<file path="config.mk">
export PLATFORM = sky130hd
export DESIGN_NAME = lcsi_top
export DESIGN_NICKNAME = d
export VERILOG_FILES = /design/src/pkg/lcsi_pkg.sv /design/src/lcsi_sync3.sv /design/src/lcsi_timebase.sv /design/src/lcsi_top.sv
export SDC_FILE = /design/constraint.sdc
export NUM_CORES = 1
export LEC_CHECK = 0
export BUFFER_PORTS_ARGS = -buffer_cell sky130_fd_sc_hd__buf_4
export CAP_MARGIN = 20
export CORE_UTILIZATION = 61
export CTS_CLUSTER_SIZE = 30
export DETAILED_ROUTE_END_ITERATION = 12
export PLACE_DENSITY = 0.95
export SLEW_MARGIN = 20
export SYNTH_ARGS = -nofsm -noshare
export SYNTH_HDL_FRONTEND = slang
export SYNTH_SLANG_ARGS = --single-unit
</file>
<file path="constraint.sdc">
create_clock -name ref_clk_in -period 3.5 [get_ports ref_clk_in]
set_input_delay 0.525 -clock ref_clk_in [delete_from_list [all_inputs] [get_ports ref_clk_in]]
set_output_delay 0.525 -clock ref_clk_in [all_outputs]
set_load 0.05 [all_outputs]
</file>
<file path="src/pkg/lcsi_pkg.sv">
`default_nettype none
package lcsi_pkg;
  // clock and time base
  localparam int unsigned CLK_HZ = 250_000_000;
  localparam int unsigned MS_PER_S = 1000;
  localparam int unsigned MS_CYCLES = CLK_HZ / MS_PER_S;
  localparam int unsigned MS_CNT_W = 16;

  // display times, in milliseconds of the time base
  localparam logic [15:0] FLASH_HALF_MS = 16'h00FA;
  localparam int unsigned ALIGN_LONG_S = 3;
  localparam logic [15:0] ALIGN_LONG_MS = 16'(ALIGN_LONG_S * MS_PER_S);
  localparam logic [15:0] PRESS_SHOW_MS = 16'h01F4;
  localparam logic [15:0] RESET_STUCK_MS = 16'h1388;
  localparam logic [15:0] FB_LOSS_MS = 16'h0064;
  localparam logic [15:0] QUAL_HOLD_MS = 16'h2710;

  // register offsets (byte addresses)
  localparam int unsigned ADDR_W = 8;
  localparam logic [7:0] OFS_CONFIG = 8'h00;
  localparam logic [7:0] OFS_CONTROL = 8'h04;
  localparam logic [7:0] OFS_STATUS = 8'h08;
  localparam logic [7:0] OFS_MASK = 8'h0C;
  localparam logic [7:0] OFS_STATE = 8'h10;

  // config register fields
  localparam int unsigned CFG_FBM = 0;
  localparam int unsigned CFG_CODE_LO = 1;
  localparam int unsigned CFG_RIL = 3;
  localparam int unsigned CFG_W = 4;
  localparam logic [3:0] CFG_RESET = 4'h0;

  // control register fields
  localparam int unsigned CTL_SHOW_CFG = 0;
  localparam int unsigned CTL_FACTORY = 1;
  localparam int unsigned CTL_EXIT_CFG = 2;
  localparam logic [1:0] CTL_RESET = 2'h0;

  // event status / mask fields
  localparam int unsigned EV_CFG_MODE = 0;
  localparam int unsigned EV_RST_FAULT = 1;
  localparam int unsigned EV_FB_WARN = 2;
  localparam int unsigned EV_CONTAM_HI = 3;
  localparam int unsigned EV_FIELD_INT = 4;
  localparam int unsigned EV_W = 5;
  localparam logic [4:0] EV_RESET = 5'h00;

  // contamination levels
  localparam logic [1:0] CONTAM_WEAK = 2'h1;
  localparam logic [1:0] CONTAM_HIGH = 2'h2;

  // led colours
  localparam int unsigned COL_W = 3;
  localparam int unsigned DIAG_N = 8;
  typedef enum logic [2:0] {
    COL_OFF, COL_RED, COL_GREEN, COL_YELLOW, COL_YELLOW_GREEN, COL_WHITE, COL_BLUE
  } lcsi_colour_t;
endpackage
`default_nettype wire

</file>
<file path="src/lcsi_sync3.sv">
`default_nettype none
module lcsi_sync3 #(
  parameter int unsigned WIDTH = 1
) (
  // clock and reset
  input wire logic ref_clk_in,
  input wire logic reset_in,
  // asynchronous pins and their settled value
  input wire logic [WIDTH-1:0] pin_in,
  output logic [WIDTH-1:0] level_out
);
  logic [WIDTH-1:0] s1_reg, s2_reg, s3_reg, level_reg;
  logic [WIDTH-1:0] level_next;

  generate
    if (WIDTH < 1) begin : g_chk
      $error("lcsi_sync3 needs WIDTH of at least 1");
    end
  endgenerate

  // a bit changes only once the second and third stages agree
  always_comb begin
    level_next = level_reg;
    for (int i = 0; i < WIDTH; i++) begin
      if (s2_reg[i] == s3_reg[i]) begin
        level_next[i] = s2_reg[i];
      end
    end
  end

  // the first stage feeds only the second, to keep metastability contained
  always_ff @(posedge ref_clk_in) begin
    if (reset_in) begin
      s1_reg <= '0;
      s2_reg <= '0;
      s3_reg <= '0;
      level_reg <= '0;
    end else begin
      s1_reg <= pin_in;
      s2_reg <= s1_reg;
      s3_reg <= s2_reg;
      level_reg <= level_next;
    end
  end

  assign level_out = level_reg;
endmodule
`default_nettype wire

</file>
<file path="src/lcsi_timebase.sv">
`default_nettype none
module lcsi_timebase
  import lcsi_pkg::*;
#(
  parameter int unsigned MS_CYC = MS_CYCLES
) (
  // clock and reset
  input wire logic ref_clk_in,
  input wire logic reset_in,
  // millisecond enable and common flash phase
  output logic ms_tick_out,
  output logic flash_on_out
);
  localparam int unsigned DIV_W = $clog2(MS_CYC + 1);
  localparam logic [DIV_W-1:0] DIV_LAST = DIV_W'(MS_CYC - 1);

  logic [DIV_W-1:0] div_reg, div_next;
  logic [15:0] half_reg, half_next;
  logic tick_reg, tick_next;
  logic flash_reg, flash_next;

  generate
    if (MS_CYC < 2) begin : g_chk
      $error("lcsi_timebase needs MS_CYC of at least 2");
    end
  endgenerate

  // one divider for all flashing, so every flashing led toggles in phase
  always_comb begin
    div_next = div_reg + DIV_W'(1);
    tick_next = 1'b0;
    half_next = half_reg;
    flash_next = flash_reg;
    if (div_reg == DIV_LAST) begin
      div_next = '0;
      tick_next = 1'b1;
    end
    if (tick_reg) begin
      half_next = half_reg + 16'h0001;
      if (half_reg == FLASH_HALF_MS - 16'h0001) begin
        half_next = '0;
        flash_next = ~flash_reg;
      end
    end
  end

  always_ff @(posedge ref_clk_in) begin
    if (reset_in) begin
      div_reg <= '0;
      half_reg <= '0;
      tick_reg <= 1'b0;
      flash_reg <= 1'b1;
    end else begin
      div_reg <= div_next;
      half_reg <= half_next;
      tick_reg <= tick_next;
      flash_reg <= flash_next;
    end
  end

  assign ms_tick_out = tick_reg;
  assign flash_on_out = flash_reg;
endmodule
`default_nettype wire

</file>
<file path="src/lcsi_top.sv">
// What this block does
// - config view: led1 white if feedback monitor, led3 coding 1/2, led4 interlock
// - factory reset: output red, field yellow/green, all diagnostic leds off
// - any configuration change enters config mode: output red, field green
// - laser alignment aid on with clear field: field green; the output led still follows the outputs
// - field interrupted: output and field red; clear with reset just pressed: field red
// - field clear but reset pending: output red, field yellow
// - reset button faulty or held continuously: diagnostic led4 flashes yellow
// - no feedback signal: warning, output red, diagnostic led1 flashes yellow
// - quality display resumes on contamination rise, laser on, alignment over 3 s
// - weak signal from contamination lights diagnostic leds 1 and 2 while the quality display is off
// - high contamination switches the safety outputs off
// - quality shows zero to four blue leds; 5,6 top beam, 7,8 bottom beam
// - feedback warning flashes led1, reset fault led4; others keep showing quality
`default_nettype none
module lcsi_top
  import lcsi_pkg::*;
#(
  parameter int unsigned MS_CYC = MS_CYCLES
) (
  // clock and reset
  input wire logic ref_clk_in,
  input wire logic reset_in,
  // apb slave
  input wire logic psel_in,
  input wire logic penable_in,
  input wire logic pwrite_in,
  input wire logic [ADDR_W-1:0] paddr_in,
  input wire logic [31:0] pwdata_in,
  output logic [31:0] prdata_out,
  output logic pready_out,
  output logic pslverr_out,
  // receiver conditions, same clock
  input wire logic field_interrupted_in,
  input wire logic laser_aid_on_in,
  input wire logic reset_pending_in,
  input wire logic [2:0] quality_level_in,
  input wire logic top_beam_sync_in,
  input wire logic bottom_beam_sync_in,
  input wire logic [1:0] contamination_level_in,
  input wire logic aligning_in,
  // pins from outside
  input wire logic reset_button_pin_in,
  input wire logic contactor_feedback_monitor_pin_in,
  // indicators and outputs
  output lcsi_colour_t output_led_out,
  output lcsi_colour_t field_led_out,
  output logic [DIAG_N*COL_W-1:0] diag_led_out,
  output logic safety_switching_output_on_out,
  output logic irq_out
);
  logic ms_tick, flash_on, button, feedback;
  logic [CFG_W-1:0] cfg_reg, cfg_next;
  logic [1:0] ctl_reg, ctl_next;
  logic [EV_W-1:0] status_reg, status_next, mask_reg, mask_next, snap_reg, snap_next, ev_set;
  logic [31:0] rdata_reg, rdata_next;
  logic cfg_mode_reg, cfg_mode_next, qual_reg, qual_next;
  logic fb_warn_reg, fb_warn_next, button_reg, field_reg, laser_reg;
  logic rst_fault_d_reg, contam_hi_d_reg;
  logic [1:0] contam_reg;
  logic [15:0] press_reg, press_next, stuck_reg, stuck_next, fb_reg, fb_next;
  logic [15:0] align_reg, align_next, hold_reg, hold_next;
  lcsi_colour_t out_led_reg, out_led_next, field_led_reg, field_led_next;
  logic [DIAG_N*COL_W-1:0] diag_reg, diag_next;
  logic sso_reg, sso_next;
  logic setup, wr_acc, rd_acc, mapped, rst_fault, contam_hi, press_show;

  lcsi_timebase #(.MS_CYC(MS_CYC)) u_timebase (
    .ref_clk_in(ref_clk_in),
    .reset_in(reset_in),
    .ms_tick_out(ms_tick),
    .flash_on_out(flash_on)
  );

  lcsi_sync3 #(.WIDTH(2)) u_sync (
    .ref_clk_in(ref_clk_in),
    .reset_in(reset_in),
    .pin_in({reset_button_pin_in, contactor_feedback_monitor_pin_in}),
    .level_out({button, feedback})
  );

  // saturating millisecond counter, cleared while not running
  function automatic logic [15:0] ms_count(input logic [15:0] cnt, input logic run,
                                           input logic tick, input logic [15:0] lim);
    ms_count = cnt;
    if (!run) begin
      ms_count = '0;
    end else if (tick && cnt < lim) begin
      ms_count = cnt + 16'h0001;
    end
  endfunction

  // places one colour on one diagnostic led
  function automatic logic [DIAG_N*COL_W-1:0] put_led(input logic [DIAG_N*COL_W-1:0] v,
                                                      input int unsigned idx,
                                                      input lcsi_colour_t c);
    put_led = v;
    put_led[idx*COL_W +: COL_W] = c;
  endfunction

  // bus decode; the slave never waits, so the access phase is its answer
  always_comb begin
    setup = psel_in && !penable_in;
    wr_acc = psel_in && penable_in && pwrite_in;
    rd_acc = psel_in && penable_in && !pwrite_in;
    mapped = (paddr_in == OFS_CONFIG) || (paddr_in == OFS_CONTROL)
          || (paddr_in == OFS_STATUS) || (paddr_in == OFS_MASK)
          || (paddr_in == OFS_STATE);
  end

  assign pready_out = 1'b1;
  assign pslverr_out = psel_in && penable_in && !mapped;
  assign prdata_out = rdata_reg;

  // derived fault levels
  always_comb begin
    rst_fault = stuck_reg >= RESET_STUCK_MS;
    contam_hi = contamination_level_in >= CONTAM_HIGH;
    press_show = press_reg != 16'h0000;
  end

  // registers and events; read data is captured at setup and shown in access
  always_comb begin
    cfg_next = cfg_reg;
    ctl_next = ctl_reg;
    mask_next = mask_reg;
    cfg_mode_next = cfg_mode_reg;
    rdata_next = rdata_reg;
    snap_next = snap_reg;
    if (wr_acc && paddr_in == OFS_CONFIG) begin
      cfg_next = pwdata_in[CFG_W-1:0];
      cfg_mode_next = 1'b1;
    end else if (wr_acc && paddr_in == OFS_CONTROL) begin
      ctl_next = pwdata_in[CTL_FACTORY:CTL_SHOW_CFG];
      if (pwdata_in[CTL_EXIT_CFG]) begin
        cfg_mode_next = 1'b0;
      end
    end
    if (wr_acc && paddr_in == OFS_MASK) begin
      mask_next = pwdata_in[EV_W-1:0];
    end
    if (setup) begin
      snap_next = '0;
      unique case (paddr_in)
        OFS_CONFIG: rdata_next = 32'(cfg_reg);
        OFS_CONTROL: rdata_next = 32'(ctl_reg);
        OFS_STATUS: begin
          rdata_next = 32'(status_reg);
          snap_next = status_reg;
        end
        OFS_MASK: rdata_next = 32'(mask_reg);
        OFS_STATE: rdata_next = 32'({qual_reg, sso_reg, fb_warn_reg, rst_fault, cfg_mode_reg});
        default: rdata_next = 32'h0000_0000;
      endcase
    end
    ev_set = '0;
    ev_set[EV_CFG_MODE] = cfg_mode_next && !cfg_mode_reg;
    ev_set[EV_RST_FAULT] = rst_fault && !rst_fault_d_reg;
    ev_set[EV_FB_WARN] = fb_warn_next && !fb_warn_reg;
    ev_set[EV_CONTAM_HI] = contam_hi && !contam_hi_d_reg;
    ev_set[EV_FIELD_INT] = field_interrupted_in && !field_reg;
    // only bits seen by the read are cleared, and a new event beats the clear
    status_next = status_reg;
    if (rd_acc && paddr_in == OFS_STATUS) begin
      status_next = status_reg & ~snap_reg;
    end
    status_next = status_next | ev_set;
  end

  // supervision timers on the millisecond enable
  always_comb begin
    press_next = press_reg;
    if (button && !button_reg) begin
      press_next = PRESS_SHOW_MS;
    end else if (ms_tick && press_show) begin
      press_next = press_reg - 16'h0001;
    end
    stuck_next = ms_count(stuck_reg, button, ms_tick, RESET_STUCK_MS);
    fb_next = ms_count(fb_reg, cfg_reg[CFG_FBM] && !feedback, ms_tick, FB_LOSS_MS);
    // warning holds until power is cycled
    fb_warn_next = fb_warn_reg || (cfg_reg[CFG_FBM] && fb_reg >= FB_LOSS_MS);
    align_next = ms_count(align_reg, aligning_in, ms_tick, ALIGN_LONG_MS);
    hold_next = ms_count(hold_reg, qual_reg && !field_interrupted_in && !aligning_in,
                         ms_tick, QUAL_HOLD_MS);
    qual_next = qual_reg;
    if (qual_reg && hold_reg >= QUAL_HOLD_MS) begin
      qual_next = 1'b0;
    end
    if (contamination_level_in > contam_reg || (laser_aid_on_in && !laser_reg)
        || align_reg >= ALIGN_LONG_MS) begin
      qual_next = 1'b1;
    end
  end

  // display priority: factory, config mode, faults, field state, quality
  always_comb begin
    sso_next = !field_interrupted_in && !reset_pending_in && !contam_hi
            && !fb_warn_reg && !ctl_reg[CTL_FACTORY] && !cfg_mode_reg;
    out_led_next = sso_next ? COL_GREEN : COL_RED;
    diag_next = '0;
    if (ctl_reg[CTL_FACTORY]) begin
      field_led_next = COL_YELLOW_GREEN;
    end else if (cfg_mode_reg) begin
      field_led_next = COL_GREEN;
    end else if (field_interrupted_in || press_show) begin
      field_led_next = COL_RED;
    end else if (laser_aid_on_in) begin
      field_led_next = COL_GREEN;
    end else if (reset_pending_in) begin
      field_led_next = COL_YELLOW;
    end else begin
      field_led_next = COL_GREEN;
    end
    if (ctl_reg[CTL_FACTORY]) begin
      diag_next = '0;
    end else if (ctl_reg[CTL_SHOW_CFG]) begin
      if (cfg_reg[CFG_FBM]) begin
        diag_next = put_led(diag_next, 0, COL_WHITE);
      end
      if (cfg_reg[CFG_CODE_LO +: 2] != 2'h0) begin
        diag_next = put_led(diag_next, 2, COL_WHITE);
      end
      if (cfg_reg[CFG_RIL]) begin
        diag_next = put_led(diag_next, 3, COL_WHITE);
      end
    end else begin
      if (qual_reg) begin
        for (int unsigned i = 0; i < 4; i++) begin
          if (quality_level_in > 3'(i)) begin
            diag_next = put_led(diag_next, i, COL_BLUE);
          end
        end
        if (top_beam_sync_in) begin
          diag_next = put_led(diag_next, 4, COL_BLUE);
          diag_next = put_led(diag_next, 5, COL_BLUE);
        end
        if (bottom_beam_sync_in) begin
          diag_next = put_led(diag_next, 6, COL_BLUE);
          diag_next = put_led(diag_next, 7, COL_BLUE);
        end
      end else if (contamination_level_in >= CONTAM_WEAK) begin
        // weak signal shows as two quality bars
        diag_next = put_led(diag_next, 0, COL_BLUE);
        diag_next = put_led(diag_next, 1, COL_BLUE);
      end
      // fault leds flash over the quality, the rest keep their meaning
      if (fb_warn_reg) begin
        diag_next = put_led(diag_next, 0, flash_on ? COL_YELLOW : COL_OFF);
      end
      if (rst_fault) begin
        diag_next = put_led(diag_next, 3, flash_on ? COL_YELLOW : COL_OFF);
      end
    end
  end

  always_ff @(posedge ref_clk_in) begin
    if (reset_in) begin
      cfg_reg <= CFG_RESET;
      ctl_reg <= CTL_RESET;
      status_reg <= EV_RESET;
      mask_reg <= EV_RESET;
      snap_reg <= EV_RESET;
      rdata_reg <= 32'h0000_0000;
      cfg_mode_reg <= 1'b0;
      qual_reg <= 1'b1;
      fb_warn_reg <= 1'b0;
      button_reg <= 1'b0;
      field_reg <= 1'b0;
      laser_reg <= 1'b0;
      rst_fault_d_reg <= 1'b0;
      contam_hi_d_reg <= 1'b0;
      contam_reg <= 2'h0;
      press_reg <= 16'h0000;
      stuck_reg <= 16'h0000;
      fb_reg <= 16'h0000;
      align_reg <= 16'h0000;
      hold_reg <= 16'h0000;
      out_led_reg <= COL_RED;
      field_led_reg <= COL_RED;
      diag_reg <= '0;
      sso_reg <= 1'b0;
    end else begin
      cfg_reg <= cfg_next;
      ctl_reg <= ctl_next;
      status_reg <= status_next;
      mask_reg <= mask_next;
      snap_reg <= snap_next;
      rdata_reg <= rdata_next;
      cfg_mode_reg <= cfg_mode_next;
      qual_reg <= qual_next;
      fb_warn_reg <= fb_warn_next;
      button_reg <= button;
      field_reg <= field_interrupted_in;
      laser_reg <= laser_aid_on_in;
      rst_fault_d_reg <= rst_fault;
      contam_hi_d_reg <= contam_hi;
      contam_reg <= contamination_level_in;
      press_reg <= press_next;
      stuck_reg <= stuck_next;
      fb_reg <= fb_next;
      align_reg <= align_next;
      hold_reg <= hold_next;
      out_led_reg <= out_led_next;
      field_led_reg <= field_led_next;
      diag_reg <= diag_next;
      sso_reg <= sso_next;
    end
  end

  // outputs straight from flip-flops; irq is the or of the masked status bits
  assign output_led_out = out_led_reg;
  assign field_led_out = field_led_reg;
  assign diag_led_out = diag_reg;
  assign safety_switching_output_on_out = sso_reg;
  assign irq_out = |(status_reg & mask_reg);
endmodule
`default_nettype wire

</file>
### Word-level counts from Yosys, hierarchy flattened

Cells that the tools add are included.

* reduce and logical (&&, ||, !) cells: 70
* bitwise operators: 10
* $add $sub $neg: 7
* mux-type cells: 31
* eq/ne operators: 8
* magnitude comparators: 15

Operator list (number)
* adder 16 x 1 -> 16 bit, second input constant: 5
* 2-to-1 mux 24 bit: 3
* 2-to-1 mux 12 bit: 3
* 2-to-1 mux 9 bit: 4
* logical AND 1 bit: 31
* one-hot mux 5 bit (5 select lines): 1
* adder 18 x 1 -> 18 bit, second input constant: 1
* equality test 18 bit, second input constant: 1
* 2-to-1 mux 18 bit: 1
* equality test 16 x 8 -> 1 bit, second input constant: 1
* equality test 8 x 4 -> 1 bit, second input constant: 2
* >= comparator 16 x 12 -> 1 bit, second input constant: 1
* >= comparator 16 x 13 -> 1 bit, second input constant: 1
* >= comparator 16 x 14 -> 1 bit, second input constant: 1
* >= comparator 16 x 7 -> 1 bit, second input constant: 1
* logical NOT 1 bit: 16
* less-than comparator 16 x 12 -> 1 bit, second input constant: 1
* less-than comparator 16 x 13 -> 1 bit, second input constant: 1
* less-than comparator 16 x 14 -> 1 bit, second input constant: 1
* less-than comparator 16 x 7 -> 1 bit, second input constant: 1
* 2-to-1 mux 16 bit: 1
* nonzero test 16 bit: 1
* OR reduction 2 bit: 8
* subtractor 16 x 1 -> 16 bit, second input constant: 1
* 22 further kinds: 53

* input port bits: 58
* output and inout bits: 66
* register bits: 218

### Depth between registers and ports, before layout

* word-level depth: 11
* gate-level depth with buffers: 7
* mapped depth without buffers: 7

### Modules after synthesis

A second synthesis with hierarchy kept.

* cells, all modules: 919
* area, all modules: 8107.8 sq um

Modules (own cells, without submodules)
* lcsi_top: sequential area each 2662.6 sq um, instances 1, cells each 712, area each 6262.3 sq um
* lcsi_timebase: sequential area each 720.7 sq um, instances 1, cells each 187, area each 1620.3 sq um
* lcsi_sync3: sequential area each 160.2 sq um, instances 1, cells each 20, area each 225.2 sq um

### Worst setup path before layout

OpenSTA, ideal clock, no wires.

* path kind: input-to-output
* start point: input paddr_in[4]
* end point: output pslverr_out
* path buffers: 1
* slack: 1.107 ns
* data arrival time: 1.868 ns
* stages on the path: 3
* cells stage by stage: clkbuf_1 > o21ai_0 > a21oi_1

* longest elaborated chain between the ends: 7

Ends and longest elaborated chain
* start: declaration: RTL line lcsi_top.sv:28 `input wire logic [ADDR_W-1:0] paddr_in,`
* equality test 8 x 3 -> 1 bit or logical NOT 8 bit (tied branches): RTL line lcsi_top.sv:106 `mapped = (paddr_in == OFS_CONFIG) || (paddr_in == OFS_CONTROL)`
* logical OR 1 bit: RTL line lcsi_top.sv:106
* logical OR 1 bit (2 in series): RTL line lcsi_top.sv:107 `|| (paddr_in == OFS_STATUS) || (paddr_in == OFS_MASK)`
* logical OR 1 bit (*): RTL line lcsi_top.sv:108 `|| (paddr_in == OFS_STATE);`
* logical NOT 1 bit (*): RTL line lcsi_top.sv:112 `assign pslverr_out = psel_in && penable_in && !mapped;`
* logical AND 1 bit (*): RTL line lcsi_top.sv:112
* end: declaration: RTL line lcsi_top.sv:32 `output logic pslverr_out,`

Every way passes the cells marked *; elsewhere a longest branch is shown, timed or not.

### Final worst setup path

* start point: input paddr_in[1]
* end point: output pslverr_out

Same word-level chain as after synthesis.

==> metrics <==
Tmin final ~2.2 ns; Hold Vio Cnt, Final 0; Row Count 41; P_sw about 0.98 mW; GR Overflow Total 0; RSZ-0062 raised after global routing false; final hold slack approximately 0.31 ns; initial DRC count a little over 500; clock buffer count from CTS 17; PortBufs 62; largest net degree at the start of global routing between 50 and 60; sequential share of power 45.9%; # IOs 124; Seq cells post-synth roughly 180; WL per Instance ~15 um; global-route wire length before repair 27.7 mm; final std cell area, no fill 8950 um2; clock group share of total power 47.9%; Final WS setup ~1.3 ns; Worst-Margin Slew between 0.8 and 0.9 ns; post-synth top area cell dfxtp_1; number of detailed-route iterations in the first pass 5; Fillers about 870; ratio of cells with drive above 1 in the final layout 14.0%; Setup violations, final 0; Largest register FFs 18; Place WS 1.27 ns; # Post-CTS Setup Buffers 0; Startpoint Class input pin; Comb power frac just over 6%; Area Overhead vs Synth 13.7%; fin util 70.9%; syn_area_per_cell between 9 and 10 um2; vias in the first global route 5,835; Worst Path Required between 2 and 3 ns; Initial Util ~62%; Power, Total approximately 4.5 mW; CTS tree yes; remaining antenna violation count 0; Post-route DRC 0; met2 wire length between 8 and 9 mm; setup tns final 0 ns; FFs w/ async S/R, synth 0%; Area contributors post-synth dfxtp_1 (45%), nor2_1 (6.1%), xnor2_1 (4.2%), xor2_1 (4.1%), buf_4 (4.0%); via count around 6,200; placed cell areas around 8300 um2; Crit Path Class input pin to output pin; Synth top area share between 40 and 50%; clk_lat worst skew between 0.4 and 0.5 ns; DP HPWL 11.2 mm; Hold WC Path Type input pin to flop; final cycle utilization of the critical path around 64%; fmax around 450 MHz; Worst Path Arrival around 1.7 ns; hold_buf cts 0; register area share after synthesis between 40% and 50%; total number of yosys warnings 0; Finished Layout Cells roughly 1,100; synthesized area 7870 um2; Reg clk slew, reported paths roughly 0.06 ns; top post-synthesis cells by count dfxtp_1 (177), nor2_1 (128), nand2_1 (58), nand3_1 (43), buf_4 (42); Int Power between 3 and 4 mW; P_leak 3.50 nW; count leader, synth dfxtp_1; clock tree buffer depth 2; H-tree depth 4; core area between 10,000 and 15,000 um2; Crit. End Element output pin; CTS root buffer clkbuf_16; Max-cap violations 0; die height ~120 um; Sw Share between 20 and 25%; initial antenna violation count 0; CP Max Fanout 5; die width about 120 um; Synth Flop Type dfxtp_1; EDFF count, synth 0; Cells after DPL between 1,000 and 1,500; Die ar. roughly 13,000 um2; met3 wire len slightly above 800 um; drt total wl approximately 17 mm; Max Slew Vio Count 0; vias per cell between 5 and 6; Max VDD drop ~0.38 mV; status finished, final reports clean; PD cells between 400 and 500 nW/um2; Antenna diodes 0; Clock Skew roughly 0.0073 ns; Gate Count Post-Synth between 800 and 900; DR top layer met4; met1 WL just over 7 mm; Netlist cell types around 70; CTS Sinks approximately 180; post-CTS sizing 0; Max-slew headroom ~43%; Total Routing Usage GR about a quarter; fin nets ~1,000; GPL Wtd Cong around 0.84
==> per-layer routing <==
layer	global-route usage (%)	vias to the layer above
li1	-	3018
met1	31.8	2944
met2	45.5	216
met3	4.86	41
met4	13.1	0
met5	0	-
==> power by group through the flow <==
stage | Combinational [mW] | Clock, mW | Sequential (mW)
5_1_grt | 0.294 | 2.24 | 2.05
3_3_place_gp | 0.268 | 0 | 2.09
4_1_cts | 0.275 | 2.15 | 2.04
6_report | 0.276 | 2.14 | 2.05
2_1_floorplan | 0.204 | 0 | 2.12
3_5_place_dp | 0.272 | 0 | 2.09
==> placed cells by master, fill, tap and decap left out, types with 6 or more instances in the layout <==
cell type  count
dfxtp_1      177
nor2_1       128
buf_4         64
nand2_1       58
nand3_1       43
xnor2_1       38
xor2_1        37
conb_1        34
a21oi_1       29
inv_1         26
o21ai_0       23
and2_1        23
nor3_1        22
and3_1        19
mux2i_1       18
nor2b_1       17
clkbuf_16     17
nand4_1       14
ha_1          14
nor4_1        10
nor4b_1        6
nand2b_1       6
nor3b_1        6
bufinv_16      6
==> worst max-delay path: stages <==
cell     delay [ns]
buf_4          0.11
or4_4          0.59
nor2_2         0.19
a21oi_1        0.10
buf_4          0.20
==> final cells by class <==
type / instances / area [um2] / area share (%)
clock buffers: 21 / 460 / 5.14
clock inverters: 10 / 206 / 2.31
inverters: 27 / 101 / 1.13
multi-input cells: 634 / 3940 / 44.1
flip-flops and latches: 177 / 3540 / 39.6
well taps: 172 / 215 / 2.40
repair buffers: 64 / 480 / 5.37
==> cell families (layout without fill, tap and decap cells) <==
logic type / after synthesis / count (layout) / share of synthesized area (%)
flops: 177 / 177 / 45.0
fa+ha+maj: 14 / 14 / 2.23
mux: 20 / 20 / 2.72
compound gates: 91 / 91 / 7.53
simple gates: 400 / 400 / 27.6
xor+xnor: 75 / 75 / 8.35
buf+inv: 91 / 122 / 6.47
other cells: 2 / 34 / 0.0954
==> worst paths after layout <==
| kind | from | to | slack (ns) | cells after the start |
|---|---|---|---|---|
| max | paddr_in[1] | pslverr_out | 1.26 | 5 |
| min | contactor_feedback_monitor_pin_in | u_sync.s1_reg[0]$_SDFF_PP0_ | 0.31 | 2 |
| max reg2reg | u_timebase.ms_tick_out$_SDFF_PP0_ | press_reg[13]$_SDFFE_PP0P_ | 1.33 | 6 |
| min reg2reg | u_sync.s1_reg[1]$_SDFF_PP0_ | u_sync.s2_reg[1]$_SDFF_PP0_ | 0.44 | 1 |
No activity file was read; power rests on OpenSTA's default activity.
